==> src/core/cscs_pkg.sv <==
// constants and carrier types for the two-wire control port slave
// assumes the register space sits outside, on core_clk, one-cycle read latency
// Summary of operation
// address 0x30; low three bits from pins
// 7-bit address, two-byte sub-address, byte data
// pointer advances by one per data byte
// sub-address write, restart, then read
// direct read returns last used pointer
// master ack continues; nack and stop end
// write: address, two sub-address bytes, data
// sequential write stores until stop
// restart only after sub-address acknowledged; the code restarts address reception on a start in any state
// msb first; ack low on ninth clock
package cscs_pkg;

  localparam logic [6:0] CSCS_DEV_ADDR_DEFAULT = 7'h30;
  localparam int         CSCS_SEL_BITS         = 3;
  localparam int         CSCS_SUB_WIDTH        = 16;
  localparam int         CSCS_DATA_WIDTH       = 8;
  localparam logic [3:0] CSCS_BYTE_BITS        = 4'h8;
  localparam logic [15:0] CSCS_PTR_RESET       = 16'h0000;
  localparam logic [15:0] CSCS_PTR_STEP        = 16'h0001;

  typedef enum logic [3:0] {
    CSCS_ST_IDLE,
    CSCS_ST_ADDR,
    CSCS_ST_ADDR_ACK,
    CSCS_ST_SUB_HI,
    CSCS_ST_SUB_HI_ACK,
    CSCS_ST_SUB_LO,
    CSCS_ST_SUB_LO_ACK,
    CSCS_ST_WDATA,
    CSCS_ST_WDATA_ACK,
    CSCS_ST_RDATA,
    CSCS_ST_RDATA_ACK
  } cscs_state_t;

  typedef struct packed {
    logic [CSCS_SUB_WIDTH-1:0]  addr;
    logic [CSCS_DATA_WIDTH-1:0] data;
  } cscs_wr_t;

endpackage : cscs_pkg

==> src/core/cscs_pin_sync.sv <==
// two-flop synchroniser for pins arriving from outside core_clk
// assumes inputs are quasi-static across a few core_clk cycles
`timescale 1ns/1ps
module cscs_pin_sync #(
  parameter int WIDTH = 1
) (
  input  wire logic             core_clk,
  input  wire logic             reset_n,
  input  wire logic [WIDTH-1:0] pin_in,
  output logic      [WIDTH-1:0] pin_sync
);

  logic [WIDTH-1:0] meta_reg;
  logic [WIDTH-1:0] sync_reg;

  // first stage feeds only the second
  always_ff @(posedge core_clk or negedge reset_n)
  begin
    if (!reset_n)
    begin
      // idle-high reset level, so release shows no false line edge
      meta_reg <= '1;
      sync_reg <= '1;
    end
    else
    begin
      meta_reg <= pin_in;
      sync_reg <= meta_reg;
    end
  end

  assign pin_sync = sync_reg;

endmodule : cscs_pin_sync

==> src/core/cscs_slave.sv <==
// two-wire control port slave: bus pins in, register read/write requests out
// assumes the serial clock is far slower than core_clk and the register
// space answers a read request with data on the following cycle
`timescale 1ns/1ps
module cscs_slave (
  input  wire logic                                core_clk,
  input  wire logic                                reset_n,
  input  wire logic                                ctrl_serial_clock,
  input  wire logic                                ctrl_serial_data_in,
  output logic                                     ctrl_serial_data_out,
  output logic                                     ctrl_serial_data_oe,
  input  wire logic [cscs_pkg::CSCS_SEL_BITS-1:0]  bus_addr_select_pins,
  input  wire logic                                addr_select_enable,
  output logic                                     wr_req,
  output cscs_pkg::cscs_wr_t                       wr_cmd,
  output logic                                     rd_req,
  output logic [cscs_pkg::CSCS_SUB_WIDTH-1:0]      rd_addr,
  input  wire logic [cscs_pkg::CSCS_DATA_WIDTH-1:0] rd_data,
  output logic                                     busy
);

  logic [1:0]                              line_sync;
  logic [cscs_pkg::CSCS_SEL_BITS-1:0]      sel_sync;
  logic                                    scl_s;
  logic                                    sda_s;
  logic                                    scl_prev_reg;
  logic                                    sda_prev_reg;
  logic                                    scl_rise;
  logic                                    scl_fall;
  logic                                    start_seen;
  logic                                    stop_seen;
  logic [6:0]                              dev_addr;

  cscs_pkg::cscs_state_t                   state_reg;
  cscs_pkg::cscs_state_t                   state_next;
  logic [3:0]                              bit_reg;
  logic [3:0]                              bit_next;
  logic [7:0]                              shift_reg;
  logic [7:0]                              shift_next;
  logic [7:0]                              sub_hi_reg;
  logic [7:0]                              sub_hi_next;
  logic [15:0]                             ptr_reg;
  logic [15:0]                             ptr_next;
  logic                                    rw_reg;
  logic                                    rw_next;
  logic                                    mack_reg;
  logic                                    mack_next;
  logic                                    oe_reg;
  logic                                    oe_next;
  logic                                    wr_req_reg;
  logic                                    wr_req_next;
  cscs_pkg::cscs_wr_t                      wr_reg;
  cscs_pkg::cscs_wr_t                      wr_next;
  logic                                    rd_req_reg;
  logic                                    rd_req_next;
  logic                                    rd_dly_reg;
  logic [7:0]                              rd_hold_reg;
  logic [7:0]                              rd_hold_next;

  cscs_pin_sync #(.WIDTH (2)) u_line_sync (
    .core_clk (core_clk),
    .reset_n  (reset_n),
    .pin_in   ({ctrl_serial_clock, ctrl_serial_data_in}),
    .pin_sync (line_sync)
  );

  cscs_pin_sync #(.WIDTH (cscs_pkg::CSCS_SEL_BITS)) u_sel_sync (
    .core_clk (core_clk),
    .reset_n  (reset_n),
    .pin_in   (bus_addr_select_pins),
    .pin_sync (sel_sync)
  );

  assign scl_s = line_sync[1];
  assign sda_s = line_sync[0];

  // edges and bus conditions, flagged in the same core_clk as the synchroniser output changes
  assign scl_rise   = scl_s && !scl_prev_reg;
  assign scl_fall   = !scl_s && scl_prev_reg;
  assign start_seen = scl_s && scl_prev_reg && sda_prev_reg && !sda_s;
  assign stop_seen  = scl_s && scl_prev_reg && !sda_prev_reg && sda_s;

  // select pins replace only the low bits of the default address
  assign dev_addr = addr_select_enable ?
    {cscs_pkg::CSCS_DEV_ADDR_DEFAULT[6:cscs_pkg::CSCS_SEL_BITS], sel_sync} :
    cscs_pkg::CSCS_DEV_ADDR_DEFAULT;

  function automatic logic [15:0] ptr_advance(input logic [15:0] ptr);
    return ptr + cscs_pkg::CSCS_PTR_STEP;
  endfunction : ptr_advance

  always_comb
  begin
    state_next   = state_reg;
    bit_next     = bit_reg;
    shift_next   = shift_reg;
    sub_hi_next  = sub_hi_reg;
    ptr_next     = ptr_reg;
    rw_next      = rw_reg;
    mack_next    = mack_reg;
    oe_next      = oe_reg;
    wr_next      = wr_reg;
    wr_req_next  = 1'b0;
    rd_req_next  = 1'b0;
    rd_hold_next = rd_dly_reg ? rd_data : rd_hold_reg;
    // a start, repeated or not, always restarts address reception
    if (start_seen)
    begin
      state_next = cscs_pkg::CSCS_ST_ADDR;
      bit_next   = '0;
      oe_next    = 1'b0;
    end
    else if (stop_seen)
    begin
      // stop ends any write run or read run
      state_next = cscs_pkg::CSCS_ST_IDLE;
      oe_next    = 1'b0;
    end
    else
    begin
      case (state_reg)
        cscs_pkg::CSCS_ST_ADDR,
        cscs_pkg::CSCS_ST_SUB_HI,
        cscs_pkg::CSCS_ST_SUB_LO,
        cscs_pkg::CSCS_ST_WDATA:
        begin
          if (scl_rise && bit_reg != cscs_pkg::CSCS_BYTE_BITS)
          begin
            shift_next = {shift_reg[6:0], sda_s}; // msb first
            bit_next   = bit_reg + 4'h1;
          end
          else if (scl_fall && bit_reg == cscs_pkg::CSCS_BYTE_BITS)
          begin
            bit_next = '0;
            oe_next  = 1'b1; // pull low through the ninth clock
            case (state_reg)
              cscs_pkg::CSCS_ST_ADDR:
              begin
                if (shift_reg[7:1] == dev_addr)
                begin
                  state_next  = cscs_pkg::CSCS_ST_ADDR_ACK;
                  rw_next     = shift_reg[0];
                  // read with no sub-address uses the held pointer
                  rd_req_next = shift_reg[0];
                end
                else
                begin
                  state_next = cscs_pkg::CSCS_ST_IDLE;
                  oe_next    = 1'b0;
                end
              end
              cscs_pkg::CSCS_ST_SUB_HI:
              begin
                sub_hi_next = shift_reg; // high sub-address byte first
                state_next  = cscs_pkg::CSCS_ST_SUB_HI_ACK;
              end
              cscs_pkg::CSCS_ST_SUB_LO:
              begin
                ptr_next   = {sub_hi_reg, shift_reg};
                state_next = cscs_pkg::CSCS_ST_SUB_LO_ACK;
              end
              default:
              begin
                wr_next     = '{addr: ptr_reg, data: shift_reg};
                wr_req_next = 1'b1;
                ptr_next    = ptr_advance(ptr_reg);
                state_next  = cscs_pkg::CSCS_ST_WDATA_ACK;
              end
            endcase
          end
        end
        cscs_pkg::CSCS_ST_ADDR_ACK:
        begin
          if (scl_fall)
          begin
            if (rw_reg)
            begin
              // device drives data after acking its address
              state_next = cscs_pkg::CSCS_ST_RDATA;
              shift_next = rd_hold_reg;
              oe_next    = !rd_hold_reg[7];
            end
            else
            begin
              state_next = cscs_pkg::CSCS_ST_SUB_HI;
              oe_next    = 1'b0;
            end
          end
        end
        cscs_pkg::CSCS_ST_SUB_HI_ACK,
        cscs_pkg::CSCS_ST_SUB_LO_ACK,
        cscs_pkg::CSCS_ST_WDATA_ACK:
        begin
          // any number of data bytes may follow
          if (scl_fall)
          begin
            state_next = (state_reg == cscs_pkg::CSCS_ST_SUB_HI_ACK) ?
              cscs_pkg::CSCS_ST_SUB_LO : cscs_pkg::CSCS_ST_WDATA;
            oe_next    = 1'b0;
          end
        end
        cscs_pkg::CSCS_ST_RDATA:
        begin
          if (scl_rise)
            bit_next = bit_reg + 4'h1;
          else if (scl_fall)
          begin
            if (bit_reg == cscs_pkg::CSCS_BYTE_BITS)
            begin
              bit_next    = '0;
              oe_next     = 1'b0; // master owns the ninth clock
              state_next  = cscs_pkg::CSCS_ST_RDATA_ACK;
              ptr_next    = ptr_advance(ptr_reg);
              rd_req_next = 1'b1; // prefetch next byte early
            end
            else
            begin
              shift_next = {shift_reg[6:0], 1'b0};
              oe_next    = !shift_reg[6];
            end
          end
        end
        cscs_pkg::CSCS_ST_RDATA_ACK:
        begin
          if (scl_rise)
            mack_next = !sda_s;
          else if (scl_fall)
          begin
            if (mack_reg) // ack continues at next sub-address
            begin
              state_next = cscs_pkg::CSCS_ST_RDATA;
              shift_next = rd_hold_reg;
              oe_next    = !rd_hold_reg[7];
            end
            else // nack: read ends, straight back to idle
              state_next = cscs_pkg::CSCS_ST_IDLE;
          end
        end
        default:
          state_next = cscs_pkg::CSCS_ST_IDLE;
      endcase
    end
  end

  always_ff @(posedge core_clk or negedge reset_n)
  begin
    if (!reset_n)
    begin
      scl_prev_reg <= 1'b1;
      sda_prev_reg <= 1'b1;
      state_reg    <= cscs_pkg::CSCS_ST_IDLE;
      bit_reg      <= '0;
      shift_reg    <= '0;
      sub_hi_reg   <= '0;
      ptr_reg      <= cscs_pkg::CSCS_PTR_RESET;
      rw_reg       <= 1'b0;
      mack_reg     <= 1'b0;
      oe_reg       <= 1'b0;
      wr_req_reg   <= 1'b0;
      wr_reg       <= '0;
      rd_req_reg   <= 1'b0;
      rd_dly_reg   <= 1'b0;
      rd_hold_reg  <= '0;
    end
    else
    begin
      scl_prev_reg <= scl_s;
      sda_prev_reg <= sda_s;
      state_reg    <= state_next;
      bit_reg      <= bit_next;
      shift_reg    <= shift_next;
      sub_hi_reg   <= sub_hi_next;
      ptr_reg      <= ptr_next;
      rw_reg       <= rw_next;
      mack_reg     <= mack_next;
      oe_reg       <= oe_next;
      wr_req_reg   <= wr_req_next;
      wr_reg       <= wr_next;
      rd_req_reg   <= rd_req_next;
      rd_dly_reg   <= rd_req_reg;
      rd_hold_reg  <= rd_hold_next;
    end
  end

  // open-drain: only ever pulls low
  assign ctrl_serial_data_out = 1'b0;
  assign ctrl_serial_data_oe  = oe_reg;
  assign wr_req               = wr_req_reg;
  assign wr_cmd               = wr_reg;
  assign rd_req               = rd_req_reg;
  assign rd_addr              = ptr_reg;
  assign busy                 = state_reg != cscs_pkg::CSCS_ST_IDLE;

endmodule : cscs_slave

==> config.mk <==
export PLATFORM = sky130hd
export DESIGN_NAME = cscs_slave
export DESIGN_NICKNAME = d
export VERILOG_FILES = /design/src/core/cscs_pkg.sv /design/src/core/cscs_pin_sync.sv /design/src/core/cscs_slave.sv
export SDC_FILE = /design/constraint.sdc
export NUM_CORES = 1
export LEC_CHECK = 0
export ABC_AREA = 0
export BUFFER_PORTS_ARGS = -buffer_cell sky130_fd_sc_hd__clkbuf_2
export CAP_MARGIN = 20
export CORE_MARGIN = 2
export CORE_UTILIZATION = 40
export DETAILED_ROUTE_END_ITERATION = 10
export RECOVER_POWER = 100
export SLEW_MARGIN = 40
export SYNTH_ARGS = -nofsm -noshare
export SYNTH_HDL_FRONTEND = slang
export SYNTH_SLANG_ARGS = --single-unit
export TNS_END_PERCENT = 5
==> constraint.sdc <==
create_clock -name core_clk -period 5.05 [get_ports core_clk]
set_input_delay 0 -clock core_clk [delete_from_list [all_inputs] [get_ports core_clk]]
set_output_delay 0 -clock core_clk [all_outputs]
set_load 0.005 [all_outputs]
---- After elaboration in Yosys (flattened, before gate mapping) ----
Cells that the tools add are included.
word-level totals
  register bits ........................... 90
  latch bits .............................. 0
  memory bits (writable) .................. 0
  ROM bits ................................ 0
  bits of input ports ..................... 16
  output and inout bits ................... 45
  logic and storage cells ................. 174
  memories kept ........................... 0
operators by class
  $add $sub $neg .......................... 2
  multiply operators ...................... 0
  divide/modulo/power cells ............... 0
  order comparisons ....................... 0
  eq/ne operators ......................... 40
  shifts and indexed selects .............. 0
  multiplexer cells ....................... 75
  bitwise gates (word level) .............. 4
  reductions and logical operators ........ 33
operator list
  cell                     count
  $mux W16                 5
  $mux W4                  20
  $mux W8                  9
  $pmux W16 S2             2
  $ne A4 B4 Y1 const B     14
  $pmux W8 S4              1
  $mux W1                  30
  $ne A2 B2 Y1 const B     14
  $pmux W4 S5              1
  $reduce_and A9 Y1        2
  $add A16 B1 Y16 const B  1
  $eq A4 B3 Y1 const B     4
  $eq A4 B4 Y1 const B     4
  $pmux W4 S3              1
  $reduce_and A12 Y1       1
  $reduce_and A6 Y1        2
  $reduce_and A10 Y1       1
  $logic_and A1 B1 Y1      9
  $eq A4 B2 Y1 const B     2
  $pmux W4 S2              1
  $reduce_bool A4 Y1       2
  $eq A7 B6 Y1             1
  $reduce_and A7 Y1        1
  $reduce_bool A7 Y1       1
  other kinds (15)         25

---- Longest topological paths before layout ----
  depth after elaboration ................. 9
  depth in mapped cells ................... 8
  gate-level depth less buffers ........... 7

---- Hierarchy ----
Synthesis repeated with hierarchy kept, for this count alone.
second synthesis, totals
  cells, all modules ...................... 430
  area, all modules ....................... 4455.5 um^2
by module, submodules not included
  module                       instances  cells each  area an instance (um^2)  seq. area each (um^2)
  cscs_slave                   1          420         4192.8                   2004.4
  cscs_pin_sync (u_sel_sync)   1          6           157.7                    157.7
  cscs_pin_sync (u_line_sync)  1          4           105.1                    105.1

---- Least setup slack after synthesis ----
Ideal clock, no wire load.
  path type ............................... register to register
  start point ............................. register scl_prev_reg
  end point ............................... register wr_reg (netlist bit wr_cmd[13])
  library setup time ...................... 0.125 ns
  arrival ................................. 1.983 ns
  data required time ...................... 4.925 ns
  path slack .............................. 2.942 ns
  stages on the path, launching flop included .. 7
  buffers on the path ..................... 2
  period minus slack after synthesis ...... 2.108 ns
  cells stage by stage .................... dfstp_2 > ha_1 > clkbuf_1 > nand3_1 > nor3_4 > buf_6 > mux2_2
on the way
  word-level cells in the longest chain between the ends .. 5
  elaborated cells between the ends (all ways) .. 14
  classes of those cells .................. 3 x bitwise; 11 x reduce/logical
ends and longest elaborated chain
  element                                                  RTL line                                               text
  start: declaration                                       cscs_slave.sv:26                                       logic scl_prev_reg;
  start signal: assignment                                 cscs_slave.sv:267                                      scl_prev_reg <= scl_s;
  $logic_not A1 Y1 or $logic_and A1 B1 Y1 (tied branches)  cscs_slave.sv:78, cscs_slave.sv:80, cscs_slave.sv:81
  $logic_and A1 B1 Y1 (on tied branches)                   cscs_slave.sv:78, cscs_slave.sv:80, cscs_slave.sv:81
  $logic_and A1 B1 Y1 (on tied branches)                   cscs_slave.sv:127, cscs_slave.sv:80, cscs_slave.sv:81
  $not A1 Y1 (no source line)                              n/a
  $reduce_and A6 Y1 (no source line) *                     n/a
  end signal: assignment                                   cscs_slave.sv:278                                      wr_reg <= wr_next;
  end: declaration                                         cscs_slave.sv:52                                       cscs_pkg::cscs_wr_t wr_reg;
Mark *: on every way between the ends. The rest lies on a longest branch, timed or not.
A chain may end at the register's enable or synchronous reset.

---- Final worst setup path ----
  start point ............................. register state_reg[3]
  end point ............................... register shift_reg[6]
on the way
  word-level cells in the longest chain between the ends .. 4
  elaborated cells between the ends (all ways) .. 20
  classes of those cells .................. 16 x eq/ne; 1 x mux; 3 x reduce/logical
ends and longest elaborated chain
  element                                                              RTL line           text
  start: declaration                                                   cscs_slave.sv:34   cscs_pkg::cscs_state_t state_reg;
  start signal: assignment                                             cscs_slave.sv:251  state_reg <= cscs_pkg::CSCS_ST_IDLE;
  start signal: assignment                                             cscs_slave.sv:269  state_reg <= state_next;
  $eq A4 B1 Y1, or another cell as far along                           cscs_slave.sv:121  case (state_reg)
  $reduce_or A4 Y1                                                     cscs_slave.sv:121
  $reduce_bool A4 Y1 (no source line) or $ne A2 B2 Y1 (tied branches)  n/a
  $reduce_and A12 Y1 (no source line)                                  n/a
  end signal: assignment                                               cscs_slave.sv:271  shift_reg <= shift_next;
  end: declaration                                                     cscs_slave.sv:38   logic [7:0] shift_reg;
Several ways; a longest one is shown, not always the timed one.

==> metrics.csv <==
stage;metric;value;unit
pwr;switching_share;36.4;%
worst_setup_path;critPathRequiredTime;5.31;ns
pwr;p_clk_share;24.4;%
timing;finalCriticalPeriod;3.18;ns
global_routing;grt_start_max_net_pins;66;
drt;via_per_inst;5.56;
drt;wire_per_inst;16.6;um
synth;ys_seq_area_share;51.0;%
worst_setup_path;path_buf_inv;0;
drt;wl;10.1;mm
timing;slew_headroom;-15.0;%
global_routing;antenna_found_initial;0;
drt;drc;0;
timing;setup_viol;0;
synth;async_flop_share;100;%
drt;num_vias;3387;
synth;netlist_instances;398;
die;die_w;109;um
synth;syn_area_per_cell;11.2;um2
layout;drive_above_1_share;24.5;%
synth;ys_seq_elements;90;
layout;nets;486;
status;status;finished, violations left;
timing;final_max_slew_viol_count;9;
synth;synthFlopType;dfrtp_1;
worst_hold_path;hold_path.class;in -> reg;
placement;dpl.hpwl;6.86;mm
die;io_pins;61;
synth;synth.most_common_cell;dfrtp_1;
timing;max_freq;0.314;GHz
timing;tightest_slew;1.71;ns
pwr;combPwrFrac;25.8;%
placement;place_congestion;0.876;
worst_setup_path;path_class;reg -> reg;
global_routing;first_global_vias;3155;
drt;first_pass_iters;4;
clock_network;cts_tree;yes;
layout;largest_reg_flops;24;
synth;ys_warn_count;0;
global_routing;gr-total-overflow;0;
synth;yosysTopAreaCell;dfrtp_1;
worst_setup_path;cp_slowest_cell;a211oi_1;
layout;insertedDiodeCount;0;
pwr;p_sw;0.000695;W
pwr;p_leak;2.23;nW
timing;period_share;63.0;%
synth;synthesis.area;4450;um2
clock_network;cts_buffer_depth;2;
layout;finish.utilization;46.5;%
clock_network;cts.sinks;90;
worst_setup_path;arrival;3.44;ns
worst_setup_path;cp-start-kind;register;
die;die_y;109;um
synth;netlist_top_cells_area;dfrtp_1, mux2_2, dfstp_2;
die;rows;38;
pwr;cell_internal_pwr;0.00121;W
timing;fin_setup_tns;0;ns
die;core_area;10800;um2
worst_setup_path;slowest_delay;1.09;ns
synth;synth_cell_types;62;
worst_setup_path;cp-end-kind;register;
worst_setup_path;crit_family;compound AO/OA/AOI/OAI gates;
clock_network;path_clk_slew;0.10;ns
clock_network;root_buffer;clkbuf_8;
global_routing;grt_pass1_wl;16.2;mm
synth;synthTopCellsByCount;dfrtp_1, mux2_2, nand2_1;
clock_network;cts_made_buffers;9;
flow_run;drv_cap;1;
synth;synth_edf_count;0;
die;die-area;12000;um2
timing;hold_viol_final;0;
drt;drtIter0Drc;253;
status;violations;capacitance limit, slew limit;
pwr;p_per_area;379;nW/um2
clock_network;postCtsSetupRepairBufs;0;
synth;synth_nets;420;
worst_setup_path;cp_cell_sequence;nor2b_1 > a32o_1 > a21oi_1 > a211oi_1 > mux2_2;
clock_network;h-tree-depth;3;
placement;io_buffer_count;59;
synth;yosysTopAreaCellShare;43.9;%
pwr;p_seq_share;49.9;%
die;start_util;41.0;%
worst_setup_path;worstPathMaxFanout;19;
clock_network;clock_latency;0.38;ns
layout;area_growth;13.3;%
timing;rsz0062_at_grt;false;
drt;ant_nets;0;
pwr;peakVddDrop;0.260;mV
timing;finClkSkew;0.0140;ns
global_routing;grt_usage;17.8;%
worst register-to-register path: stages, from the launching register on:
cell	delay, ns
dfrtp_1	0.73
nor2b_1	0.52
a32o_1	0.22
a21oi_1	0.07
a211oi_1	1.09
mux2_2	0.43
kinds of logic (layout without fill, tap and decap cells):
group | count (synthesis) | count (layout) | share of synthesized area (%)
AND/OR/NAND/NOR | 114 | 114 | 14.0
AO/OA/AOI/OAI | 96 | 96 | 14.5
flip-flops | 90 | 90 | 51.0
multiplexers | 57 | 57 | 14.4
buffers and inverters | 31 | 102 | 3.71
adder cells (fa/ha/maj) | 6 | 6 | 1.69
XOR/XNOR | 3 | 3 | 0.591
other | 1 | 1 | 0.0843
path summary, 6_finish.rpt:
path | startpoint | endpoint | slack, ns | cells after the start
setup / recovery | state_reg[3] | shift_reg[6] | 1.87 | 5
min in group asynchronous | reset_n | wr_cmd[8] | 0.47 | 2
hold / removal | ctrl_serial_clock | u_line_sync.meta_reg[1] | 0.26 | 2
setup reg to reg | state_reg[3] | shift_reg[6] | 1.87 | 5
max in group asynchronous | reset_n | shift_reg[2] | 3.33 | 3
hold reg to reg | u_sel_sync.meta_reg[0] | u_sel_sync.pin_sync[0] | 0.36 | 0
layout by cell type, fill, tap and decap left out, types with 2 or more instances in the layout:
cell / instances
o21ai_0: 25
nand3_1: 14
ha_1: 6
mux2_2: 54
a31oi_1: 3
a21o_1: 5
nand2_2: 2
o31a_1: 2
mux2_1: 2
clkbuf_1: 33
a22oi_1: 3
o22ai_1: 7
nor4bb_1: 2
nand2b_1: 4
clkbuf_2: 28
dfrtp_1: 78
a211o_1: 2
o2bb2ai_1: 2
or3_1: 2
and3_1: 2
a2bb2oi_1: 10
xor2_1: 3
a21oi_1: 22
dfstp_1: 3
inv_1: 9
nor4_1: 2
clkbuf_8: 9
nor2_1: 20
nand2_1: 34
nand3b_1: 2
dfstp_2: 9
or2_2: 2
nor3_1: 6
nand4_1: 7
dlygate4sd3_1: 14
nor2b_1: 8
inv_6: 4
a211oi_1: 2
final cells by class:
class,instances,area [um2]
Clock buffer,9,124
Clock inverter,7,58.8
Fill cell,1040,5800
Inverter,10,37.5
Multi-Input combinational cell,277,1960
Sequential cell,90,2270
Tap cell,140,175
Timing Repair Buffer,76,415
power groups by stage:
stage / Clock [W] / Sequential, W / Combinational (W)
final: 0.000465 / 0.000952 / 0.000492
after global placement: 0 / 0.000969 / 0.000495
after detailed placement: 0 / 0.000969 / 0.000507
after CTS: 0.000488 / 0.000956 / 0.000518
after floorplan: 0 / 0.000858 / 0.000484
after global routing: 0.000513 / 0.000968 / 0.000548
through the flow:
step           hold slack (ns)  worst slack, ns  power (W)  std cells  instance area, um2
2_1_floorplan           -0.296             2.94    0.00134        398                4450
3_3_place_gp           -0.0736             2.37    0.00146        577                4800
3_5_place_dp           -0.0695             2.44    0.00148        579                4820
4_1_cts                 0.0466             2.39    0.00196        609                5150
5_1_grt                  0.240             1.75    0.00203        609                5040
6_report                 0.259             1.87    0.00191        609                5040
repair_timing:
action,4_1_cts,5_1_grt
hold endpoints to repair,38,0
hold buffers,14,0
resized for setup,0,0
per-layer routing:
layer | GRT usage (%) | share of wire (%) | wire length, um
met5 | 0 | 0 | 0
met4 | 7.41 | 1.8 | 179
met3 | 4.51 | 5.6 | 568
met2 | 27.3 | 47 | 4760
met1 | 24.1 | 46 | 4630
Power figures use the tool's default switching activity.
